[config.mk]
export PLATFORM = sky130hd
export DESIGN_NAME = csisc_top
export DESIGN_NICKNAME = d
export VERILOG_FILES = /design/src/shared/csisc_pkg.sv /design/src/rtl/csisc_shifter.sv /design/src/rtl/csisc_top.sv
export SDC_FILE = /design/constraint.sdc
export NUM_CORES = 1
export LEC_CHECK = 0
export BUFFER_PORTS_ARGS = -buffer_cell sky130_fd_sc_hd__clkbuf_2
export CORE_MARGIN = 4
export CORE_UTILIZATION = 53
export CTS_CLUSTER_DIAMETER = 200
export CTS_CLUSTER_SIZE = 14
export DETAILED_ROUTE_END_ITERATION = 10
export MAX_ROUTING_LAYER = met4
export PLACE_DENSITY = 0.84
export SYNTH_ARGS = -nofsm -noshare
export SYNTH_HDL_FRONTEND = slang
export SYNTH_HIERARCHICAL = 1
export SYNTH_SLANG_ARGS = --single-unit
[constraint.sdc]
create_clock -name pclk -period 2.3 [get_ports pclk]
set_clock_uncertainty 0.15 [all_clocks]
set_input_delay 0.115 -clock pclk [delete_from_list [all_inputs] [get_ports pclk]]
set_output_delay 0.115 -clock pclk [all_outputs]
set_load 0.01 [all_outputs]
[src/shared/csisc_pkg.sv]
// constants for the channel-0 start, status and transfer-end interrupt block
package csisc_pkg;
  localparam logic [7:0]  OFF_IRQ_REQ   = 8'h00;
  localparam logic [7:0]  OFF_IRQ_MASK  = 8'h04;
  localparam logic [7:0]  OFF_START     = 8'h08;
  localparam logic [7:0]  OFF_STATUS    = 8'h0C;
  localparam logic [7:0]  OFF_DATA      = 8'h10;
  localparam logic [7:0]  OFF_MODE      = 8'h14;
  localparam logic [7:0]  OFF_STOP      = 8'h18;
  localparam int          BIT_XFER_END  = 5;
  localparam int          BIT_START0    = 0;
  localparam int          BIT_ACTIVE    = 6;
  localparam int          BIT_BUF_FULL  = 5;
  localparam int          BIT_PARITY    = 1;
  localparam int          BIT_OVERRUN   = 0;
  localparam logic [1:0]  LEN_7BIT      = 2'h2;
  localparam logic [1:0]  LEN_8BIT      = 2'h3;
  localparam logic [7:0]  RST_IRQ_REQ   = 8'h00;
  localparam logic [7:0]  RST_IRQ_MASK  = 8'hFF;
  localparam logic [1:0]  RST_MODE      = 2'h3;
  localparam int          CLK_DIV_HALF  = 4;
endpackage

[src/rtl/csisc_shifter.sv]
// serial shifter: clock generation, transmit and receive of one frame
`timescale 1ns/1ps
`default_nettype none
module csisc_shifter
  import csisc_pkg::*;
#(
  parameter int HALF = CLK_DIV_HALF
) (
  // clock and reset
  input  wire logic       pclk,
  input  wire logic       presetn,
  // control
  input  wire logic       start,
  input  wire logic [7:0] tx_byte,
  input  wire logic [3:0] nbits,
  output logic            busy,
  output logic            done,
  output logic [7:0]      rx_byte,
  // serial pins (rx already synchronised)
  output logic            sck,
  output logic            sdo,
  input  wire logic       sdi
);
  logic [7:0] sh;
  logic [7:0] cnt_div;
  logic [3:0] left;

  always_ff @(posedge pclk or negedge presetn) begin
    if (!presetn) begin
      busy <= 1'b0;
      done <= 1'b0;
      sh <= 8'h00;
      cnt_div <= 8'h00;
      left <= 4'h0;
      sck <= 1'b1;
      sdo <= 1'b1;
      rx_byte <= 8'h00;
    end else begin
      done <= 1'b0;
      if (start && !busy) begin
        busy <= 1'b1;
        // msb first, 7-bit frames left-justified
        sh <= (nbits == 4'h7) ? {tx_byte[6:0], 1'b0} : tx_byte;
        sdo <= (nbits == 4'h7) ? tx_byte[6] : tx_byte[7];
        left <= nbits;
        cnt_div <= 8'h00;
      end else if (busy) begin
        if (cnt_div == 8'(HALF - 1)) begin
          cnt_div <= 8'h00;
          sck <= ~sck;
          if (sck) begin
            // drive on falling so the bit stands a full half period before the rising sample
            sdo <= sh[7];
            sh  <= {sh[6:0], 1'b0};
          end else begin
            rx_byte <= {rx_byte[6:0], sdi};
            left <= left - 4'h1;
            if (left == 4'h1) begin
              busy <= 1'b0;
              done <= 1'b1;
            end
          end
        end else begin
          cnt_div <= cnt_div + 8'h01;
        end
      end
    end
  end
endmodule // csisc_shifter
`default_nettype wire

[src/rtl/csisc_top.sv]
// apb register file, channel start and status, transfer-end interrupt
`timescale 1ns/1ps
`default_nettype none
module csisc_top
  import csisc_pkg::*;
#(
  parameter int HALF = CLK_DIV_HALF
) (
  // apb
  input  wire logic        pclk,
  input  wire logic        presetn,
  input  wire logic        psel,
  input  wire logic        penable,
  input  wire logic        pwrite,
  input  wire logic [7:0]  paddr,
  input  wire logic [31:0] pwdata,
  output logic             pready,
  output logic             pslverr,
  output logic [31:0]      prdata,
  // interrupt
  output logic             irq,
  // serial pins
  output logic             sck,
  output logic             sdo,
  input  wire logic        sdi
);
  logic [7:0] irq_request_flags_high;
  logic [7:0] irq_mask_flags_high;
  logic       chan0_enabled_status;
  logic       transfer_active_flag;
  logic       buf_full;
  logic       overrun_err;
  logic [7:0] chan0_byte_data;
  logic [1:0] length_sel;
  logic       sdi_m;
  logic       sdi_s;
  logic       busy;
  logic       done;
  logic [7:0] rx_byte;
  logic       wr;
  logic       rd;
  logic       mapped;
  logic       launch;
  logic       len_ok;

  assign pready  = 1'b1;
  assign wr      = psel && penable && pwrite;
  assign rd      = psel && penable && !pwrite;
  assign mapped  = paddr inside {OFF_IRQ_REQ, OFF_IRQ_MASK, OFF_START, OFF_STATUS,
                                 OFF_DATA, OFF_MODE, OFF_STOP};
  assign pslverr = psel && penable && !mapped;
  assign len_ok  = (length_sel == LEN_7BIT) || (length_sel == LEN_8BIT);

  always_ff @(posedge pclk or negedge presetn) begin
    if (!presetn) begin
      sdi_m <= 1'b1;
      sdi_s <= 1'b1;
    end else begin
      sdi_m <= sdi;
      sdi_s <= sdi_m;
    end
  end

  assign launch = wr && paddr == OFF_DATA && chan0_enabled_status && !transfer_active_flag && len_ok;

  always_ff @(posedge pclk or negedge presetn) begin
    if (!presetn)
      chan0_enabled_status <= 1'b0;
    else if (wr && paddr == OFF_START && pwdata[BIT_START0])
      chan0_enabled_status <= 1'b1;
    else if (wr && paddr == OFF_STOP && pwdata[BIT_START0])
      chan0_enabled_status <= 1'b0;
  end

  always_ff @(posedge pclk or negedge presetn) begin
    if (!presetn)
      transfer_active_flag <= 1'b0;
    else if (launch)
      transfer_active_flag <= 1'b1;
    else if (done)
      transfer_active_flag <= 1'b0;
  end

  // low byte of a data write stored; the received byte replaces it at transfer end
  always_ff @(posedge pclk or negedge presetn) begin
    if (!presetn) begin
      chan0_byte_data <= 8'h00;
      buf_full <= 1'b0;
      length_sel <= RST_MODE;
    end else begin
      if (wr && paddr == OFF_DATA)
        chan0_byte_data <= pwdata[7:0];
      else if (done)
        chan0_byte_data <= rx_byte;
      if (done)
        buf_full <= 1'b1;
      else if (rd && paddr == OFF_DATA)
        buf_full <= 1'b0;
      if (wr && paddr == OFF_MODE)
        length_sel <= pwdata[1:0];
    end
  end

  // overrun error, cleared by writing one
  always_ff @(posedge pclk or negedge presetn) begin
    if (!presetn)
      overrun_err <= 1'b0;
    else if (done && buf_full && !(rd && paddr == OFF_DATA))
      overrun_err <= 1'b1;
    else if (wr && paddr == OFF_STATUS && pwdata[BIT_OVERRUN])
      overrun_err <= 1'b0;
  end

  always_ff @(posedge pclk or negedge presetn) begin
    if (!presetn)
      irq_request_flags_high <= RST_IRQ_REQ;
    else begin
      if (wr && paddr == OFF_IRQ_REQ)
        // writing 0 clears; writing 1 leaves the flag as it is
        irq_request_flags_high[BIT_XFER_END] <= pwdata[BIT_XFER_END] &&
                                                irq_request_flags_high[BIT_XFER_END];
      if (done)
        irq_request_flags_high[BIT_XFER_END] <= 1'b1;
    end
  end

  always_ff @(posedge pclk or negedge presetn) begin
    if (!presetn)
      irq_mask_flags_high <= RST_IRQ_MASK;
    else if (wr && paddr == OFF_IRQ_MASK)
      irq_mask_flags_high <= pwdata[7:0];
  end

  assign irq = irq_request_flags_high[BIT_XFER_END] && !irq_mask_flags_high[BIT_XFER_END];

  always_comb begin
    prdata = 32'h0000_0000;
    if (rd) begin
      unique case (paddr)
        OFF_IRQ_REQ:  prdata[7:0] = irq_request_flags_high & 8'h20;
        OFF_IRQ_MASK: prdata[7:0] = irq_mask_flags_high;
        OFF_STATUS: begin
          prdata[BIT_ACTIVE]   = transfer_active_flag;
          prdata[BIT_BUF_FULL] = buf_full;
          prdata[BIT_OVERRUN]  = overrun_err;
        end
        OFF_DATA:     prdata[7:0] = chan0_byte_data;
        OFF_MODE: begin
          prdata[1:0] = length_sel;
          prdata[8]   = chan0_enabled_status;
        end
        default:      prdata = 32'h0000_0000;
      endcase
    end
  end

  csisc_shifter #(.HALF(HALF)) u_shift (
    .pclk    (pclk),
    .presetn (presetn),
    .start   (launch),
    .tx_byte (pwdata[7:0]),
    .nbits   ((length_sel == LEN_7BIT) ? 4'h7 : 4'h8),
    .busy    (busy),
    .done    (done),
    .rx_byte (rx_byte),
    .sck     (sck),
    .sdo     (sdo),
    .sdi     (sdi_s)
  );

  xfer_end_a: assert property (@(posedge pclk) disable iff (!presetn)
    done |=> irq_request_flags_high[BIT_XFER_END] && !transfer_active_flag)
    else $error("transfer end did not raise flag");
  start_read_a: assert property (@(posedge pclk) disable iff (!presetn)
    rd && paddr == OFF_START |-> prdata == 32'h0000_0000)
    else $error("start register read nonzero");
  active_launch_a: assert property (@(posedge pclk) disable iff (!presetn)
    launch |=> transfer_active_flag)
    else $error("launch did not mark active");
  enable_set_a: assert property (@(posedge pclk) disable iff (!presetn)
    wr && paddr == OFF_START && pwdata[0] |=> chan0_enabled_status)
    else $error("start trigger did not enable");
  irq_gate_a: assert property (@(posedge pclk) disable iff (!presetn)
    irq_mask_flags_high[5] |-> !irq)
    else $error("masked interrupt asserted");
  active_bit_a: assert property (@(posedge pclk) disable iff (!presetn)
    rd && paddr == OFF_STATUS |-> prdata[6] == transfer_active_flag)
    else $error("status bit 6 wrong");
  flag_read_a: assert property (@(posedge pclk) disable iff (!presetn)
    rd && paddr == OFF_IRQ_REQ |-> prdata[5] == irq_request_flags_high[5])
    else $error("flag bit 5 wrong");
  bad_len_a: assert property (@(posedge pclk) disable iff (!presetn)
    !len_ok |-> !launch)
    else $error("prohibited length launched");
  overrun_a: assert property (@(posedge pclk) disable iff (!presetn)
    done && buf_full && !rd |=> overrun_err)
    else $error("overrun not flagged");
  byte_a: assert property (@(posedge pclk) disable iff (!presetn)
    wr && paddr == OFF_DATA |=> chan0_byte_data == $past(pwdata[7:0]) || done)
    else $error("data byte not stored");
  busy_active_a: assert property (@(posedge pclk) disable iff (!presetn)
    busy |-> transfer_active_flag)
    else $error("shifter busy while status idle");
  cv_launch_c: cover property (@(posedge pclk) launch);
  cv_done_c:   cover property (@(posedge pclk) done);
  cv_irq_c:    cover property (@(posedge pclk) irq);
endmodule // csisc_top
`default_nettype wire

After elaboration in Yosys (flattened, before gate mapping):

Cells that the tools add are included.
W data, S select, Z words.

* bits in registers: 57
* bits of input ports: 46
* output and inout bits: 37
* logic and storage cells: 126

* $add $sub $neg: 2
* equality and inequality tests: 12
* mux-type cells: 47
* bitwise gates (word level): 2
* reduce and logical (&&, ||, !) cells: 45

Operators with widths (number)
* $mux W8: 10
* $mux W1: 26
* $eq A8 B5 Y1 const B: 3
* $logic_and A1 B1 Y1: 23
* $mux W4: 5
* $reduce_bool A2 Y1: 9
* $eq A8 B4 Y1 const B: 2
* $mux W9: 1
* $reduce_and A3 Y1: 3
* $add A8 B1 Y8 const B: 1
* $eq A8 B2 Y1 const B: 1
* $eq A8 B3 Y1 const B: 1
* $logic_not A8 Y1: 1
* $pmux W2 S4: 1
* $reduce_bool A7 Y1: 1
* $logic_not A1 Y1: 6
* $pmux W3 S2: 1
* $eq A2 B2 Y1 const B: 2
* $eq A4 B1 Y1 const B: 1
* $eq A4 B3 Y1 const B: 1
* $pmux W1 S4: 1
* $reduce_and A4 Y1: 1
* $sub A4 B1 Y4 const B: 1
* $pmux W1 S3: 1
* 4 further kinds: 5

Depth between registers and ports, before layout:

Gate-level depths: netlist of run 1.

* depth after elaboration: 9
* gate-level depth with buffers: 12
* mapped depth without buffers: 7

By module:

Netlist of run 1, hierarchy kept.

By module, submodules not included
* csisc_top: instances 1, cells each 161, area each 1615.3 um^2, sequential area each 640.6 um^2
* csisc_shifter: instances 1, cells each 145, area each 1599.0 um^2, sequential area each 803.3 um^2

Worst setup path before layout of run 1:

Ideal clock, no wire load.

* path type: input to register
* from: input port paddr[2]
* to: register u_shift.sh[2]
* library setup time: 0.118 ns
* data arrival time: 2.015 ns
* path slack: 0.017 ns
* cell stages on the path: 11
* path through: buf_2 > nor2b_1 > buf_2 > nand4_2 > buf_2 > nor2_1 > nor2b_1 > clkbuf_1 > clkbuf_1 > a211oi_1 > a21o_1

* word-level cells in the longest chain between the ends: 8
* elaborated cells between the ends (all ways): 11

Ends and longest elaborated chain
* from (decl): RTL line csisc_top.sv:15 `input wire logic [7:0] paddr,`
* $eq A8 B5 Y1 *: RTL line csisc_top.sv:64 `assign launch = wr && paddr == OFF_DATA && chan0_enabled_status && !transfer_active_flag && len_ok;`
* $logic_and A1 B1 Y1 * (4 in series): RTL line csisc_top.sv:64
* via launch: RTL line csisc_top.sv:43 `logic launch;`
* $logic_and A1 B1 Y1 *: RTL line csisc_shifter.sv:40 `if (start && !busy) begin`
* $reduce_bool A2 Y1 (no line)
* $reduce_and A3 Y1 (no line)
* to (signal assigned): RTL line csisc_shifter.sv:43 `sh <= (nbits == 4'h7) ? {tx_byte[6:0], 1'b0} : tx_byte;`
* to (signal assigned): RTL line csisc_shifter.sv:54 `sh <= {sh[6:0], 1'b0};`
* to (decl): RTL line csisc_shifter.sv:24 `logic [7:0] sh;`

The timed path passes the listed nets; every way through them passes the cells marked *.
A chain may end at the register's enable or synchronous reset.

Worst setup path in the final report of run 1:

* from: register length_sel[1]
* to: register u_shift.sh[1]

* word-level cells in the longest chain between the ends: 6
* elaborated cells between the ends (all ways): 13

Ends and longest elaborated chain
* from (decl): RTL line csisc_top.sv:34 `logic [1:0] length_sel;`
* from (signal assigned): RTL line csisc_top.sv:100 `length_sel <= pwdata[1:0];`
* branches (longest 6 deep; another with $mux W8)

Parallel ways; which one is timed is not known.

==> results of run 1 <==
placed cells by master, fill, tap and decap left out, types with 8 or more instances in the layout:
| cell type | n |
|---|---|
| dlygate4sd3_1 | 10 |
| a21oi_1 | 13 |
| clkbuf_8 | 13 |
| clkbuf_2 | 34 |
| inv_1 | 8 |
| buf_4 | 18 |
| dfstp_2 | 14 |
| nand2_1 | 17 |
| mux2_2 | 15 |
| nor2_1 | 33 |
| o21ai_0 | 8 |
| conb_1 | 24 |
| dfrtp_1 | 43 |
| mux2_4 | 8 |
| mux2i_1 | 18 |
through the flow:
stage	area, µm²	setup TNS, ps	utilization, %	cells
floorplan	3300	0	-	328
global placement	3450	-35.5	58.6	417
detailed placement	3450	-99.7	58.6	417
CTS	3770	0	64.1	443
global route	3770	0	64.1	443
finish	3770	0	64.1	443
routing by layer:
layer,track usage (%),up-vias
met4,7.05,0
met5,-,-
met2,29.2,75
li1,-,1157
met1,24.3,1194
met3,5.00,6
logic make-up after synthesis:
logic type,count (synthesis),share of synthesized area [%]
simple gates,94,16.8
compound gates,59,12.5
flops,57,44.9
buf+inv,46,8.56
mux,41,14.6
fa+ha+maj,4,1.56
xor+xnor,3,0.818
other cells,2,0.234
worst max-delay path, delay by kind of cell (launching register included):
family / cells / cell delay, ps
AOI/OAI and AO/OA: 1 / 80
buffers and inverters: 2 / 300
DFF: 1 / 550
muxes: 2 / 410
and+or+nand+nor: 2 / 540
registers in the layout, summed over array words and instances (netlist names), 2 cells and up:
register             cells
u_shift/sh               8
u_shift/left             4
chan0_byte_data          8
u_shift/rx_byte          8
length_sel               2
u_shift/cnt_div          8
irq_mask_flags_high      8
repair_timing:
action / CTS / global route
resized for setup: 2 / 0
hold buffers: 10 / 0
setup endpoints to repair: 2 / 0
endpoints found under the hold margin: 64 / 0
layout make-up:
class | count | area, µm²
Clock inverter | 2 | 35.0
Inverter | 8 | 30.0
Multi-Input combinational cell | 225 | 1580
Tap cell | 75 | 93.8
Fill cell | 462 | 2110
Sequential cell | 57 | 1440
Timing Repair Buffer | 62 | 405
Clock buffer | 14 | 183
power by group through the flow:
stage | Combinational (W) | Sequential [W] | Clock, W
after global routing | 0.000161 | 0.00102 | 0.00107
after floorplan | 0.0000956 | 0.00104 | 0
after global placement | 0.000128 | 0.00104 | 0
final | 0.000145 | 0.00102 | 0.000996
after CTS | 0.000145 | 0.00102 | 0.00102
after detailed placement | 0.000131 | 0.00104 | 0
worst max path at each step:
stage	startpoint	to	slack, ps	cells after the start
6_report	length_sel[1]	u_shift/sh[1]	130	7
5_1_grt	u_shift/cnt_div[0]	u_shift/cnt_div[5]	40	6
4_1_cts	length_sel[1]	u_shift/sh[1]	150	7
3_5_place_dp	u_shift/cnt_div[0]	u_shift/sh[1]	-60	4
3_3_place_gp	u_shift/cnt_div[0]	u_shift/cnt_div[5]	-40	6
2_1_floorplan	paddr[2]	u_shift/sh[2]	20	11
==> flow_metrics.py, run 1 <==
metrics = {
    "run_status": {
        "status": "completed",
    },
    "grt": {
        "grt_max_degree": 58,
        "grt_use_total_pct": 19.0,
        "antenna_found_initial": 0,
        "overflow": 0,
        "grt_pass1_vias": 2410,
        "grt_pass1_wl_mm": 10.9,
    },
    "setup_path": {
        "critical_path_arrival_ps": 2220,
        "critPathRequiredTime_ps": 2360,
        "slowest_delay_ps": 550,
        "r2r.worst_path.cells": 7,
        "critPathCaptureType": "flip-flop",
        "timing.rr.end": "u_shift/sh[1]",
        "r2r_start": "length_sel[1]",
        "cp-start-kind": "flip-flop",
        "crit_type": "reg2reg",
        "slowest_stage": "dfstp_2",
        "r2r_slack_ps": 130,
        "crit_fanout": 7,
        "crit_chain": "nor2b_1 > inv_1 > nand4b_1 > buf_4 > mux2i_1 > o21ai_0 > mux2_2",
    },
    "die": {
        "die_area_mm2": 0.00737,
        "core.rowCount": 28,
        "die-height_um": 85.9,
        "fp.dieW_um": 85.9,
        "initial_utilization_pct": 54.6,
        "core_area_mm2": 0.00589,
        "ioPinCount": 83,
    },
    "drt": {
        "wirelength_mm": 6.54,
        "first_pass_iters": 4,
        "wl_met1_mm": 2.89,
        "wire_per_inst_um": 14.8,
        "viasPerCell": 5.49,
        "vias": 2432,
        "route.detailed.drc": 0,
        "wl_met2_mm": 3.21,
        "top_layer_used": "met4",
        "met3_length_um": 391,
        "drt_iter0_markers": 152,
        "detail-route-antenna-nets": 0,
    },
    "pwr": {
        "seq_power_share_pct": 47.3,
        "intPower_w": 0.00169,
        "finalPower_w": 0.00217,
        "p_leak_nw": 1.84,
        "switching_share_pct": 22.0,
        "clockPowerShare_pct": 46.0,
        "p_sw_w": 0.000477,
        "p_comb_share_pct": 6.7,
        "p_per_area_mw_per_mm2": 574,
        "peakVddDrop_uv": 434,
    },
    "placed_design": {
        "dpl_worst_slack_ps": -59.3,
        "place_congestion": 0.862,
        "dp_hpwl_mm": 4.74,
        "port_buffers": 34,
    },
    "yosys": {
        "synth_area_mm2": 0.00321,
        "yosysTopAreaCell": "dfrtp_1",
        "synth_top_cells_by_count": "43 x dfrtp_1, 33 x nor2_1, 25 x buf_4",
        "yosys_register_bits": 57,
        "syn_inst": 306,
        "yosys.area.top_type_share_pct": 33.5,
        "synth_cell_types": 54,
        "ys.flop_type": "dfrtp_1",
        "synth_edf_count": 0,
        "avgSynthCellArea_um2": 10.5,
        "ys_seq_area_share_pct": 44.9,
        "synth.most_common_cell": "dfrtp_1",
        "synth.area.top_cells": "dfrtp_1 33%, dfstp_2 11%, buf_4 5.8%",
        "ys_async_sr_fraction_pct": 100,
        "ys_warn_count": 6,
    },
    "cts": {
        "cts_made_buffers": 9,
        "cts.path.max_buffers": 2,
        "clock_latency_ps": 320,
        "clkTransAtPathRegs_ps": 60,
        "cts_setup_buffers": 0,
        "cts_sinks": 57,
        "cts_tree": "yes",
        "htree_levels": 3,
        "cts_root_buf": "clkbuf_8",
    },
    "layout": {
        "drive_gt1_share_pct": 31.8,
        "nets": 413,
        "antenna_cells": 0,
        "area_growth_pct": 17.4,
    },
    "min_path": {
        "hold_depth": 3,
        "hp-class": "in2reg",
        "min_to": "chan0_enabled_status",
        "hp-start": "paddr[4]",
    },
    "timing": {
        "hold_viol_final": 0,
        "rsz0062_at_grt": "no",
        "layout_setup_ws_ps": 134,
        "drv_slew": 0,
        "finalCriticalPeriod_ps": 2170,
        "setup_viol": 0,
        "worstMarginPinSlew_ps": 704,
        "period_share_pct": 94.2,
        "fin_hold_ws_ps": 38.0,
        "max_freq_ghz": 0.462,
        "slew_headroom_pct": 53.0,
    },
    "run": {
        "maxCapViolCount": 0,
    },
}
No activity file was read; power rests on OpenSTA's default activity.
==> inputs of run 2 (changes only) <==
--- a/config.mk
+++ b/config.mk
@@ -5,9 +5,10 @@
 export SDC_FILE = /design/constraint.sdc
 export NUM_CORES = 1
 export LEC_CHECK = 0
+export ABC_AREA = 1
 export BUFFER_PORTS_ARGS = -buffer_cell sky130_fd_sc_hd__clkbuf_2
 export CORE_MARGIN = 4
-export CORE_UTILIZATION = 53
+export CORE_UTILIZATION = 54
 export CTS_CLUSTER_DIAMETER = 200
 export CTS_CLUSTER_SIZE = 14
 export DETAILED_ROUTE_END_ITERATION = 10
==> flow_metrics.py, run 2 <==
metrics = {
    "cts": {
        "clock_latency_ps": 340,
        "cts_sinks": 57,
        "cts_setup_buffers": 0,
        "cts_tree": "yes",
        "cts.path.max_buffers": 2,
        "cts_made_buffers": 9,
        "cts_root_buf": "clkbuf_8",
        "clkTransAtPathRegs_ps": 60,
        "htree_levels": 3,
    },
    "layout": {
        "stdcell_area_mm2": 0.00401,
        "final_common_cell": "nand2_1",
        "mostFrequentLayoutCells": "159 x nand2_1, 77 x nand3_1, 43 x dfrtp_1, 42 x inv_1, 34 x clkbuf_2",
        "drive_gt1_share_pct": 22.6,
        "fillCellCount": 543,
        "area_growth_pct": 12.2,
        "nets": 572,
        "antenna_cells": 0,
    },
    "die": {
        "initial_utilization_pct": 56.0,
        "core_area_mm2": 0.00639,
        "die-height_um": 89.4,
        "core.rowCount": 29,
        "fp.dieW_um": 89.4,
        "die_area_mm2": 0.00799,
        "ioPinCount": 83,
    },
    "yosys": {
        "synth_cell_types": 32,
        "yosys_register_bits": 57,
        "yosys.area.top_type_share_pct": 30.1,
        "ys.flop_type": "dfrtp_1",
        "ys_seq_area_share_pct": 40.4,
        "ys_async_sr_fraction_pct": 100,
        "synth_edf_count": 0,
        "ys_warn_count": 6,
        "synth.most_common_cell": "nand2_1",
        "yosysTopAreaCell": "dfrtp_1",
        "synth_top_cells_by_count": "159 x nand2_1, 77 x nand3_1, 43 x dfrtp_1",
        "synth.area.top_cells": "dfrtp_1 30%, nand2_1 17%, nand3_1 11%",
        "synth_area_mm2": 0.00357,
        "avgSynthCellArea_um2": 7.57,
        "syn_inst": 472,
    },
    "timing": {
        "setup_viol": 0,
        "period_share_pct": 85.2,
        "fin_hold_ws_ps": 51.1,
        "drv_slew": 0,
        "finalCriticalPeriod_ps": 1960,
        "rsz0062_at_grt": "no",
        "hold_viol_final": 0,
        "tns_ps": 0,
        "max_freq_ghz": 0.511,
    },
    "setup_path": {
        "r2r.worst_path.cells": 11,
        "crit_path_end": "u_shift/sh[7]",
        "timing.rr.end": "u_shift/sh[7]",
        "r2r_slack_ps": 340,
        "critPathRequiredTime_ps": 2420,
        "crit_fanout": 8,
        "critical_path_arrival_ps": 2080,
        "cp-start-kind": "flip-flop",
        "critPathCaptureType": "flip-flop",
        "crit_type": "reg2reg",
        "crit_start": "length_sel[1]",
        "r2r_start": "length_sel[1]",
    },
    "grt": {
        "overflow": 0,
        "grt_use_total_pct": 20.8,
        "antenna_found_initial": 0,
        "grt_pass1_vias": 2953,
        "grt_pass1_wl_mm": 12.5,
        "grt_max_degree": 23,
    },
    "drt": {
        "vias": 3085,
        "wirelength_mm": 7.49,
        "wire_per_inst_um": 12.4,
        "viasPerCell": 5.11,
        "first_pass_iters": 4,
        "detail-route-antenna-nets": 0,
        "drt_iter0_markers": 182,
        "route.detailed.drc": 0,
    },
    "pwr": {
        "peakVddDrop_uv": 433,
        "p_leak_nw": 2.23,
        "p_per_area_mw_per_mm2": 542,
    },
    "run": {
        "maxCapViolCount": 0,
    },
    "placed_design": {
        "port_buffers": 34,
        "place_congestion": 0.885,
        "place_area_mm2": 0.00370,
        "dp_hpwl_mm": 5.46,
    },
    "run_status": {
        "status": "completed",
    },
    "min_path": {
        "hp-class": "in2reg",
    },
}
## run 2: worst min-delay path by stage
| stage | to | depth (start not counted) | start |
|---|---|---|---|
| floorplan | buf_full | 0 | presetn |
| global placement | chan0_enabled_status | 1 | presetn |
| detailed placement | buf_full | 1 | presetn |
| CTS | length_sel[0] | 5 | pwrite |
| global route | length_sel[0] | 5 | pwrite |
| finish | length_sel[0] | 5 | pwrite |
## run 2: layout make-up
class	count	area, µm²	area share [%]
timing repair buffer	50	315	7.86
multi-input combinational	348	1740	43.3
tap	77	96.3	2.40
clock buffer	10	138	3.43
clock inverter	6	67.6	1.68
inverter	56	214	5.34
sequential	57	1440	36.0
## run 2: per-stage QoR
stage | setup slack, ps | power, W | utilization [%] | instances
6_report | 341 | 0.00217 | 62.8 | 604
5_1_grt | 135 | 0.00227 | 62.8 | 604
4_1_cts | 350 | 0.00220 | 62.8 | 604
3_5_place_dp | 377 | 0.00123 | 58.0 | 578
3_3_place_gp | 410 | 0.00122 | 58.0 | 578
2_1_floorplan | 504 | 0.00118 | - | 494
## run 2: kinds of logic (layout without fill, tap and decap cells)
logic type | after synthesis | count (layout) | synth area share, %
and+or+nand+nor | 286 | 286 | 38.3
buffers and inverters | 89 | 122 | 13.4
DFF | 57 | 57 | 40.4
AOI/OAI and AO/OA | 29 | 29 | 5.08
xor gates and xnor gates | 5 | 5 | 1.23
adders and majority gates | 4 | 4 | 1.40
other | 2 | 24 | 0.210
## run 2: power breakdown
group	internal [W]	total, W	switching, W
Sequential	0.00102	0.00103	0.00000854
Clock	0.000530	0.000951	0.000421
Combinational	0.0000624	0.000197	0.000135
## run 2: what timing repair did
action	in CTS	in global routing
hold endpoints to repair	36	0
hold buffers	10	0
resized for setup	0	0
## run 2: metal layers
metal | share of wire, % | global-route usage, % | wire [µm] | vias to the layer above
li1 | - | - | - | 1541
met1 | 40 | 22.5 | 3020 | 1437
met2 | 53 | 36.0 | 3970 | 101
met3 | 5.7 | 5.71 | 424 | 6
met4 | 0.99 | 8.25 | 74 | 0
met5 | 0 | - | 0 | -
## run 2: worst max-delay path: stages (launching register included)
cell and delay, ps:
dfstp_2 550, inv_1 50, nor2_1 90, buf_4 160, inv_1 80, nor2_4 200
nand2_1 200, nand2_1 110, nand3_1 110, nand2_1 80, nand2_1 50, nand2_1 60
